File: config.mk
export PLATFORM = sky130hd
export DESIGN_NAME = cct_regs
export DESIGN_NICKNAME = d
export VERILOG_FILES = /design/src/cct_pkg.sv /design/src/cct_regs.sv
export VERILOG_INCLUDE_DIRS = /design/src
export SDC_FILE = /design/constraint.sdc
export NUM_CORES = 1
export LEC_CHECK = 0
export ABC_AREA = 1
export BUFFER_PORTS_ARGS = -buffer_cell sky130_fd_sc_hd__buf_2
export CORE_MARGIN = 1.5
export CORE_UTILIZATION = 53
export CTS_CLUSTER_DIAMETER = 200
export DETAILED_ROUTE_END_ITERATION = 7
export HOLD_SLACK_MARGIN = 0.03
export PLACE_DENSITY = 0.72
export SETUP_SLACK_MARGIN = 0.1
export SLEW_MARGIN = 0
export SYNTH_ARGS = -nofsm -noshare
export SYNTH_HDL_FRONTEND = slang
export SYNTH_SLANG_ARGS = --single-unit
File: constraint.sdc
create_clock -name clock -period 1.7 [get_ports clock]
set_input_delay 0.17 -clock clock [delete_from_list [all_inputs] [get_ports clock]]
set_output_delay 0.17 -clock clock [all_outputs]
set_load 0.1 [all_outputs]
File: src/cct_defines.svh
// offsets, reset values and field positions for the counter/capture register tail
`ifndef CCT_DEFINES_SVH
`define CCT_DEFINES_SVH
`define CCT_OFF_FLAGS     4'h6
`define CCT_OFF_RUN_STATE 4'h7
`define CCT_OFF_DEBUG     4'h8
`define CCT_OFF_STAGING   4'h9
`define CCT_OFF_CNT_LO    4'hA
`define CCT_OFF_CNT_HI    4'hB
`define CCT_OFF_CAPTURE_COMPARE_VALUE_LO   4'hC
`define CCT_OFF_CAPTURE_COMPARE_VALUE_HI   4'hD
`define CCT_RST_BYTE      8'h00
`define CCT_RST_WORD      16'h0000
`define CCT_BIT_RUN       0
`define CCT_BIT_KEEP      0
`endif

File: src/cct_pkg.sv
// types for the counter/capture register tail
package cct_pkg;
  // counter operating modes
  typedef enum logic [2:0] {
    CCT_MODE_PERIODIC = 3'h0,
    CCT_MODE_TIMEOUT  = 3'h1,
    CCT_MODE_CAPTURE_FLAG_EVT = 3'h2,
    CCT_MODE_CAPTURE_FLAG_FRQ = 3'h3,
    CCT_MODE_CAPTURE_FLAG_PW  = 3'h4,
    CCT_MODE_CAPTURE_FLAG_FPW = 3'h5,
    CCT_MODE_SINGLE   = 3'h6,
    CCT_MODE_PWM8     = 3'h7
  } cct_mode_t;
  // access state of the shared staging byte
  typedef enum logic [1:0] {
    CCT_ST_IDLE = 2'b01,
    CCT_ST_HELD = 2'b10
  } cct_stage_t;
endpackage : cct_pkg

File: src/cct_regs.sv
// counter/capture register tail: run status, debug halt, staging byte, count and capture/compare
`timescale 1ns/100ps
`include "cct_defines.svh"
module cct_regs (
  // clock and reset
  input  wire logic            clock,
  input  wire logic            reset_n,
  // register port
  input  wire logic [3:0]      reg_addr,
  input  wire logic            reg_wr,
  input  wire logic            reg_rd,
  input  wire logic [7:0]      reg_wdata,
  output logic      [7:0]      reg_rdata,
  // counter engine side
  input  wire cct_pkg::cct_mode_t mode,
  input  wire logic            enable,
  input  wire logic            capture_event,
  input  wire logic            cpu_halted,
  input  wire logic            flag_clear,
  output logic                 capture_flag,
  output logic                 running,
  output logic      [15:0]     counter_out
);
  // -------------------------------------------------------------
  // state
  // -------------------------------------------------------------
  logic [7:0]  staging_q, staging_d;
  logic        keep_q, keep_d;
  logic [15:0] cnt_q, cnt_d;
  logic [15:0] capture_compare_value_q, capture_compare_value_d;
  logic        flag_q, flag_d;
  logic [7:0]  rdata_q, rdata_d;
  logic        run_q, run_d;
  cct_pkg::cct_stage_t stage_q, stage_d;

  // capture modes share the capture/compare as a holding register
  function automatic logic is_capture(input cct_pkg::cct_mode_t m);
    is_capture = (m == cct_pkg::CCT_MODE_CAPTURE_FLAG_EVT) || (m == cct_pkg::CCT_MODE_CAPTURE_FLAG_FRQ) ||
                 (m == cct_pkg::CCT_MODE_CAPTURE_FLAG_PW) || (m == cct_pkg::CCT_MODE_CAPTURE_FLAG_FPW);
  endfunction : is_capture

  // address hit helper, used for the flags and capture/compare low byte checks
  function automatic logic hit(input logic [3:0] a, input logic [3:0] off);
    hit = (a == off);
  endfunction : hit

  // -------------------------------------------------------------
  // counter engine and register next values
  // -------------------------------------------------------------
  logic        active;
  logic [15:0] top;
  logic        at_top;
  logic        hw_cnt_upd;
  logic [15:0] hw_cnt_val;

  // debug halt freezes counting and drops events unless keep-going is set
  always_comb begin
    active = enable && (keep_q || !cpu_halted);
    top    = (mode == cct_pkg::CCT_MODE_PWM8) ? {8'h00, capture_compare_value_q[7:0]} : capture_compare_value_q;
    at_top = (cnt_q == top);
    hw_cnt_upd = active;
    hw_cnt_val = cnt_q + 16'h0001;
    if (is_capture(mode)) begin
      if (capture_event && (mode == cct_pkg::CCT_MODE_CAPTURE_FLAG_FRQ)) begin
        hw_cnt_val = `CCT_RST_WORD;
      end
    end else if (at_top) begin
      hw_cnt_val = `CCT_RST_WORD;
    end
  end

  always_comb begin
    staging_d = staging_q;
    keep_d    = keep_q;
    cnt_d     = cnt_q;
    capture_compare_value_d    = capture_compare_value_q;
    flag_d    = flag_q;
    stage_d   = stage_q;
    rdata_d   = rdata_q;
    run_d     = active;
    // hardware updates first, bus writes override below
    if (hw_cnt_upd) begin
      cnt_d = hw_cnt_val;
    end
    if (active && is_capture(mode) && capture_event) begin
      capture_compare_value_d = cnt_q;
    end
    // bus reads
    if (reg_rd) begin
      case (reg_addr)
        `CCT_OFF_RUN_STATE: rdata_d = {7'h00, run_q};
        `CCT_OFF_DEBUG:     rdata_d = {7'h00, keep_q};
        `CCT_OFF_STAGING:   rdata_d = staging_q;
        `CCT_OFF_CNT_LO: begin
          rdata_d   = cnt_q[7:0];
          staging_d = cnt_q[15:8];
        end
        `CCT_OFF_CAPTURE_COMPARE_VALUE_LO: begin
          rdata_d   = capture_compare_value_q[7:0];
          staging_d = capture_compare_value_q[15:8];
        end
        `CCT_OFF_CNT_HI, `CCT_OFF_CAPTURE_COMPARE_VALUE_HI: rdata_d = staging_q;
        default: rdata_d = 8'h00;
      endcase
      if (hit(reg_addr, `CCT_OFF_CAPTURE_COMPARE_VALUE_LO) && is_capture(mode)) begin
        flag_d = 1'b0;
      end
    end
    // bus writes; the run bit has no write path
    if (reg_wr) begin
      case (reg_addr)
        `CCT_OFF_DEBUG:   keep_d = reg_wdata[`CCT_BIT_KEEP];
        `CCT_OFF_STAGING: staging_d = reg_wdata;
        `CCT_OFF_CNT_LO, `CCT_OFF_CAPTURE_COMPARE_VALUE_LO: begin
          staging_d = reg_wdata;
          stage_d   = cct_pkg::CCT_ST_HELD;
        end
        `CCT_OFF_CNT_HI: begin
          cnt_d   = {reg_wdata, staging_q};
          stage_d = cct_pkg::CCT_ST_IDLE;
        end
        `CCT_OFF_CAPTURE_COMPARE_VALUE_HI: begin
          capture_compare_value_d  = {reg_wdata, staging_q};
          stage_d = cct_pkg::CCT_ST_IDLE;
        end
        default: begin
        end
      endcase
      if (hit(reg_addr, `CCT_OFF_FLAGS) && reg_wdata[0]) begin
        flag_d = 1'b0;
      end
    end
    if (flag_clear) begin
      flag_d = 1'b0;
    end
    // set wins over any clear in the same cycle
    if (active && is_capture(mode) && capture_event) begin
      flag_d = 1'b1;
    end
    if (active && (mode == cct_pkg::CCT_MODE_PWM8) && (cnt_q[7:0] == capture_compare_value_q[15:8])) begin
      flag_d = 1'b1;
    end
    if (active && !is_capture(mode) && (mode != cct_pkg::CCT_MODE_PWM8) && at_top) begin
      flag_d = 1'b1;
    end
  end

  // -------------------------------------------------------------
  // registers
  // -------------------------------------------------------------
  always_ff @(posedge clock) begin
    if (!reset_n) begin
      staging_q <= `CCT_RST_BYTE;
      keep_q    <= 1'b0;
      cnt_q     <= `CCT_RST_WORD;
      capture_compare_value_q    <= `CCT_RST_WORD;
      flag_q    <= 1'b0;
      rdata_q   <= `CCT_RST_BYTE;
      run_q     <= 1'b0;
      stage_q   <= cct_pkg::CCT_ST_IDLE;
    end else begin
      staging_q <= staging_d;
      keep_q    <= keep_d;
      cnt_q     <= cnt_d;
      capture_compare_value_q    <= capture_compare_value_d;
      flag_q    <= flag_d;
      rdata_q   <= rdata_d;
      run_q     <= run_d;
      stage_q   <= stage_d;
    end
  end

  // outputs straight from flops
  assign reg_rdata    = rdata_q;
  assign capture_flag = flag_q;
  assign running      = run_q;
  assign counter_out  = cnt_q;

  // -------------------------------------------------------------
  // assertions
  // -------------------------------------------------------------
  property p_run_tracks;
    @(posedge clock) disable iff (!reset_n) 1'b1 |=> (run_q == $past(active));
  endproperty
  a_run_tracks: assert property (p_run_tracks) else $error("run bit wrong");

  property p_run_ro;
    @(posedge clock) disable iff (!reset_n)
      (reg_wr && reg_addr == `CCT_OFF_RUN_STATE && !active) |=> !run_q;
  endproperty
  a_run_ro: assert property (p_run_ro) else $error("run bit written");

  property p_halt_freeze;
    @(posedge clock) disable iff (!reset_n)
      (cpu_halted && !keep_q && !reg_wr) |=> $stable(cnt_q);
  endproperty
  a_halt_freeze: assert property (p_halt_freeze) else $error("counter moved in halt");

  property p_halt_run;
    @(posedge clock) disable iff (!reset_n)
      (cpu_halted && keep_q && enable && !reg_wr && !at_top && !is_capture(mode))
      |=> (cnt_q == $past(cnt_q) + 16'h0001);
  endproperty
  a_halt_run: assert property (p_halt_run) else $error("counter stalled in halt");

  property p_write_wins;
    @(posedge clock) disable iff (!reset_n)
      (reg_wr && reg_addr == `CCT_OFF_CNT_HI) |=> (cnt_q == {$past(reg_wdata), $past(staging_q)});
  endproperty
  a_write_wins: assert property (p_write_wins) else $error("write lost to update");

  property p_low_latch;
    @(posedge clock) disable iff (!reset_n)
      (reg_rd && !reg_wr && reg_addr == `CCT_OFF_CNT_LO) |=> (staging_q == $past(cnt_q[15:8]));
  endproperty
  a_low_latch: assert property (p_low_latch) else $error("high byte not staged");

  property p_capture_load;
    @(posedge clock) disable iff (!reset_n)
      (active && is_capture(mode) && capture_event && !reg_wr) |=> (capture_compare_value_q == $past(cnt_q));
  endproperty
  a_capture_load: assert property (p_capture_load) else $error("capture not loaded");

  property p_read_clear;
    @(posedge clock) disable iff (!reset_n)
      (reg_rd && reg_addr == `CCT_OFF_CAPTURE_COMPARE_VALUE_LO && is_capture(mode) && !capture_event) |=> !flag_q;
  endproperty
  a_read_clear: assert property (p_read_clear) else $error("flag not cleared by read");

  property p_pwm_flag;
    @(posedge clock) disable iff (!reset_n)
      (active && mode == cct_pkg::CCT_MODE_PWM8 && cnt_q[7:0] == capture_compare_value_q[15:8]) |=> flag_q;
  endproperty
  a_pwm_flag: assert property (p_pwm_flag) else $error("duty match missed");

  // reset leaves count, capture/compare and flag at zero
  property p_reset_zero;
    @(posedge clock)
      !reset_n |=> (cnt_q == `CCT_RST_WORD && capture_compare_value_q == `CCT_RST_WORD && !flag_q);
  endproperty
  a_reset_zero: assert property (p_reset_zero) else $error("reset value wrong");

  // a low-byte write parks in staging and marks the pair as half done
  property p_stage_held;
    @(posedge clock) disable iff (!reset_n)
      (reg_wr && (reg_addr == `CCT_OFF_CNT_LO || reg_addr == `CCT_OFF_CAPTURE_COMPARE_VALUE_LO))
      |=> (stage_q == cct_pkg::CCT_ST_HELD && staging_q == $past(reg_wdata));
  endproperty
  a_stage_held: assert property (p_stage_held) else $error("low write not staged");

  // high-byte write commits both bytes, even against a capture
  property p_capture_compare_value_write;
    @(posedge clock) disable iff (!reset_n)
      (reg_wr && reg_addr == `CCT_OFF_CAPTURE_COMPARE_VALUE_HI) |=> (capture_compare_value_q == {$past(reg_wdata), $past(staging_q)});
  endproperty
  a_capture_compare_value_write: assert property (p_capture_compare_value_write) else $error("compare write lost");

  // compare acts as top: the count wraps to zero and flags
  property p_top_wrap;
    @(posedge clock) disable iff (!reset_n)
      (active && !reg_wr && cnt_q == capture_compare_value_q && (mode == cct_pkg::CCT_MODE_PERIODIC ||
       mode == cct_pkg::CCT_MODE_TIMEOUT || mode == cct_pkg::CCT_MODE_SINGLE)) |=> (cnt_q == 16'h0000 && flag_q);
  endproperty
  a_top_wrap: assert property (p_top_wrap) else $error("top not honoured");

  // in pwm8 only the period byte bounds the count
  property p_pwm_period;
    @(posedge clock) disable iff (!reset_n)
      (active && !reg_wr && mode == cct_pkg::CCT_MODE_PWM8 && cnt_q == {8'h00, capture_compare_value_q[7:0]})
      |=> (cnt_q == 16'h0000);
  endproperty
  a_pwm_period: assert property (p_pwm_period) else $error("period byte ignored");

  // frequency capture restarts the count from zero on the event
  property p_freq_restart;
    @(posedge clock) disable iff (!reset_n)
      (active && mode == cct_pkg::CCT_MODE_CAPTURE_FLAG_FRQ && capture_event && !reg_wr) |=> (cnt_q == 16'h0000);
  endproperty
  a_freq_restart: assert property (p_freq_restart) else $error("no restart on capture");

  // writing one to the flag bit clears it when no event competes
  property p_write_clear;
    @(posedge clock) disable iff (!reset_n)
      (reg_wr && reg_addr == `CCT_OFF_FLAGS && reg_wdata[0] && is_capture(mode) && !capture_event)
      |=> !flag_q;
  endproperty
  a_write_clear: assert property (p_write_clear) else $error("flag not cleared by write");

  // a capture sets the flag even against any clear in that cycle
  property p_set_wins;
    @(posedge clock) disable iff (!reset_n)
      (active && is_capture(mode) && capture_event) |=> flag_q;
  endproperty
  a_set_wins: assert property (p_set_wins) else $error("clear beat capture");
endmodule : cct_regs

Yosys cells after proc, flatten, opt, wreduce, memory -nomap -nowiden
Cells that the tools add are included.
{ "classes": {"muxes": 23, "addsub": 1, "reduce_logical": 20, "n_eq_ne": 16} }
{ "op_table": {"columns": ["operator", "count"], "rows": [
  ["$mux 16", 10],
  ["$pmux 8 s5", 1],
  ["$eq 4x4->1 const B", 6],
  ["$mux 8", 3],
  ["$add 16x1->16 const B", 1],
  ["$eq 16x16->1", 1],
  ["$pmux 8 s2", 1],
  ["$logic_and 1x1->1", 11],
  ["$eq 3x3->1 const B", 3],
  ["$eq 4x3->1 const B", 2],
  ["$eq 8x8->1", 1],
  ["$mux 1", 8],
  ["$eq 3x2->1 const B", 2],
  ["$reduce_or 3->1", 2],
  ["$logic_or 1x1->1", 4],
  ["$ne 3x3->1 const B", 1],
  ["$logic_not 1->1", 2],
  ["$reduce_and 2->1", 1]
]} }
{ "word_totals": {"ff_bits": 51, "input_bits": 23} }

Logic depth before layout (Yosys ltp)
{ "logic_depth": {"depth_word": 13, "mapped_depth": 13} }

Least setup slack after synthesis
Ideal clock, no wire load.
{ "synth_path": {"kind": "flip-flop to flip-flop", "from": "reg cnt_q[1] (netlist: counter_out[1])", "to": "reg cnt_q[8] (netlist: counter_out[8])", "period_less_slack_ns": 2.327, "slack_ns": -0.627, "arrival_time_ns": 2.259, "setup_time_ns": 0.068, "stages_incl_launch_ff": 10, "n_path_buf": 0, "required_time_ns": 1.632, "path_cell_list": "dfxtp_1 ha_1 nand2_1 nor2_1 nand2_1 nor2_1 a21oi_1 nor3_1 nand2_2 a21oi_2"} }
{ "synth_between": {"elab_chain_cells": 6, "elab_cells_between_ends": 8, "classes_between": "1 x add/sub; 1 x eq/ne; 6 x mux"} }
{ "synth_lines": {"columns": ["item", "line_no", "rtl"], "rows": [
  ["start, declared", "cct_regs.sv:29", "logic [15:0] cnt_q, cnt_d;"],
  ["start signal, assigned", "cct_regs.sv:155", "cnt_q <= `CCT_RST_WORD;"],
  ["start signal, assigned", "cct_regs.sv:164", "cnt_q <= cnt_d;"],
  ["$add 16x1->16 / $eq 16x16->1 (equally long branches)", "cct_regs.sv:62, cct_regs.sv:60", null],
  ["$mux 16, on equally long branches", "cct_regs.sv:67, cct_regs.sv:64", null],
  ["$mux 16 *", "cct_regs.sv:63", "if (is_capture(mode)) begin"],
  ["$mux 16 *", "cct_regs.sv:82", "if (hw_cnt_upd) begin"],
  ["$mux 16", "cct_regs.sv:111", "case (reg_addr)"],
  ["$mux 16 *", "cct_regs.sv:110", "if (reg_wr) begin"]
]} }
Mark *: on every way between the ends. The rest lies on a longest branch, timed or not.
A chain may end at the register's enable or synchronous reset.

Final worst setup path
{ "layout_path": {"from": "reg cnt_q[4] (netlist: counter_out[4])", "to": "reg cnt_q[11] (netlist: counter_out[11])"} }
Same word-level chain as after synthesis.

==> impl_metrics.json <==
{
  "holdBufCountCts": 0,
  "hp-class": "input port to flop",
  "synthSimpleGateAreaFrac": 0.295,
  "final_common_cell": "nand2_1",
  "clock_path_buffers": 2,
  "first_global_vias": 3584,
  "drt_wl_total_um": 11300,
  "start_util": 0.544,
  "synth_cell_types": 35,
  "final_cell_mix": "nand2_1, o21ai_0, inv_1",
  "synth_top_family_by_area": "simple AND/OR/NAND/NOR gates",
  "cts_root_buf": "clkbuf_8",
  "crit_buf_inv": 1,
  "core_area_um2": 6310,
  "place_area_um2": 3880,
  "fin_cells": 680,
  "via_per_inst": 5.84,
  "path_clk_slew_ns": 0.10,
  "gr-usage-all-layers": 0.314,
  "cp_max_fo": 8,
  "synth_xor_xnor_area_share": 0.0230,
  "cts_buffers": 5,
  "fin_skew_ns": 0.00886,
  "path_delay_family": "simple AND/OR/NAND/NOR gates",
  "cts_tree": "built",
  "syn_to_final_growth_pct": 20.7,
  "final-setup-viol-count": 0,
  "leakage_uw": 0.00183,
  "ys_warn_count": 0,
  "critPathLaunchType": "flop",
  "cp_common_cell": "nand2_1",
  "crit_path_end_kind": "flop",
  "synthAdderAreaFrac": 0.00364,
  "route.detailed.drc": 0,
  "die_x_um": 83.5,
  "required_ns": 1.89,
  "dp.cells": 662,
  "place_congestion": 0.962,
  "post-route-period-util": 0.929,
  "nNetsFinal": 626,
  "via_count": 3970,
  "synth_compound_area_frac": 0.269,
  "drv_cap": 0,
  "clkSinkCount": 51,
  "power_density_nw_per_um2": 683,
  "tightest_slew_ns": 0.630,
  "firstDrtPassIters": 5,
  "die-area_um2": 6970,
  "max_slew_margin": 0.580,
  "critical_path_arrival_ns": 1.77,
  "dp_hpwl_um": 8000,
  "grt_max_degree": 34,
  "crit_chain": "inv_4, nand2_1, nand2_1, nor2_1, nand2_1, nor2_1, nand2_1, nor2_4, nand2_4, nand2_2, a21oi_2",
  "antenna_found_initial": 0,
  "hold_viol": 0,
  "design_area_um2": 4150,
  "slowest_delay_ns": 0.43,
  "io_pins": 49,
  "detail_route.wl_per_cell_um": 16.6,
  "diodes": 0,
  "grt_pass1_wl_um": 17500,
  "status": "finished clean",
  "syn_avg_cell_area_um2": 6.31,
  "h-tree-depth": 2,
  "muxShareOfSynthArea": 0,
  "synthCells": 544,
  "maxSlewViolCount": 0,
  "rows": 29,
  "fin_setup_tns_ns": 0,
  "vdd_drop_max_uv": 370,
  "syn-cell-area_um2": 3430,
  "syn_nets": 568,
  "worstSetupPathType": "flop to flop",
  "layout-drive-gt1-share": 0.259,
  "clkLatencyLatePin_ns": 0.31,
  "rsz0062_at_grt": "yes",
  "synth_seq_area_share": 0.297,
  "worst_path_max_delay_cell": "dfxtp_4",
  "die_h_um": 83.5,
  "drt_iter0_drc": 411,
  "drtAntennaViolNets": 0,
  "fin_crit_ns": 1.58,
  "ys_seq_elements": 51,
  "grt_overflow": 0,
  "max_freq_ghz": 0.633,
  "place.port_buffers": 48
}
## worst paths after layout
check                                     from              end  slack, ns  depth (start not counted)
worst max-delay path            counter_out[4]  counter_out[11]       0.12                         11
worst min-delay path              reg_wdata[7]     staging_q[7]       0.18                          3
worst max register to register  counter_out[4]  counter_out[11]       0.12                         11
worst min register to register    reg_rdata[3]     reg_rdata[3]       0.47                          2
## area by class of cell
| type | instances | area (µm²) |
|---|---|---|
| fill | 585 | 2170 |
| multi-input combinational | 400 | 2110 |
| sequential | 51 | 1080 |
| timing repair buffer | 76 | 463 |
| inverter | 68 | 263 |
| tap | 77 | 96.3 |
| clock buffer | 6 | 93.8 |
| clock inverter | 2 | 36.3 |
## cells in the mapped netlist
| cell type | number | share of area |
|---|---|---|
| buf_1 | 1 | 0.0011 |
| a22oi_1 | 1 | 0.0022 |
| o21ai_2 | 2 | 0.0051 |
| nor4_1 | 2 | 0.0036 |
| buf_2 | 9 | 0.013 |
| a21oi_2 | 10 | 0.025 |
| nor2_4 | 1 | 0.0033 |
| nand3_1 | 28 | 0.041 |
| nand2_2 | 14 | 0.025 |
| clkinv_1 | 1 | 0.0011 |
| nand2_4 | 1 | 0.0033 |
| xor2_1 | 3 | 0.0077 |
| dfxtp_1 | 51 | 0.30 |
| o221ai_1 | 7 | 0.018 |
| a211oi_2 | 1 | 0.0036 |
| a21oi_1 | 39 | 0.057 |
| nor2_2 | 3 | 0.0055 |
| xnor2_1 | 6 | 0.015 |
| a41oi_1 | 3 | 0.0077 |
| nand2_1 | 127 | 0.14 |
| buf_6 | 3 | 0.0098 |
| clkbuf_1 | 13 | 0.014 |
| o22ai_1 | 3 | 0.0055 |
| nor2_1 | 42 | 0.046 |
| inv_2 | 4 | 0.0044 |
| o21ai_1 | 2 | 0.0029 |
| nor3b_1 | 1 | 0.0022 |
| nand3_2 | 1 | 0.0029 |
| nand4_1 | 7 | 0.013 |
| o21bai_1 | 16 | 0.035 |
| inv_1 | 63 | 0.069 |
| nor3_1 | 7 | 0.010 |
| a31oi_1 | 9 | 0.016 |
| o21ai_0 | 62 | 0.090 |
| ha_1 | 1 | 0.0036 |
## state kept, by name, indices dropped and copies added, names as in the netlist
signal and cells:
counter_out 16, capture_compare_value_q 16, reg_rdata 8, staging_q 8, running 1, keep_q 1
capture_flag 1
## metal layers
metal	track usage	share of wire
met1	0.423	0.43
met2	0.520	0.46
met3	0.0297	0.076
met4	0.124	0.041
met5	0	0
## timing repair
action	CTS	global route
pin swaps	0	5
endpoints found under the setup margin	1	16
buffers inserted	0	9
endpoints found under the hold margin	0	0
resized for setup	1	18
gates cloned	0	1
## report_power, final
part           leakage (µW)  switching [µW]  internal [µW]  total [µW]
registers          0.000426            59.9           1220        1280
clock network     0.0000669             433            530         963
logic               0.00134             418            174         592
total               0.00183             911           1920        2830
## through the flow
| step | worst slack (ns) | total power [µW] | utilization | hold slack, ns |
|---|---|---|---|---|
| after floorplan | 0.0566 | 1690 | - | 0.311 |
| after global placement | 0.0559 | 1830 | 0.615 | 0.450 |
| final | 0.121 | 2830 | 0.657 | 0.177 |
| after CTS | 0.121 | 2780 | 0.636 | 0.176 |
| after global routing | 0.0388 | 2910 | 0.657 | 0.212 |
| after detailed placement | 0.0453 | 1840 | 0.615 | 0.456 |
## kinds of logic after synthesis
logic type | after synthesis
simple gates | 234
compound gates | 155
buf+inv | 94
flops | 51
xor+xnor | 9
fa+ha+maj | 1
## worst min-delay path, cell delays in order
cell and delay, ns:
buf_2 0.11, o21ai_1 0.07, a21oi_1 0.10
(Power assumes the default switching activity.)
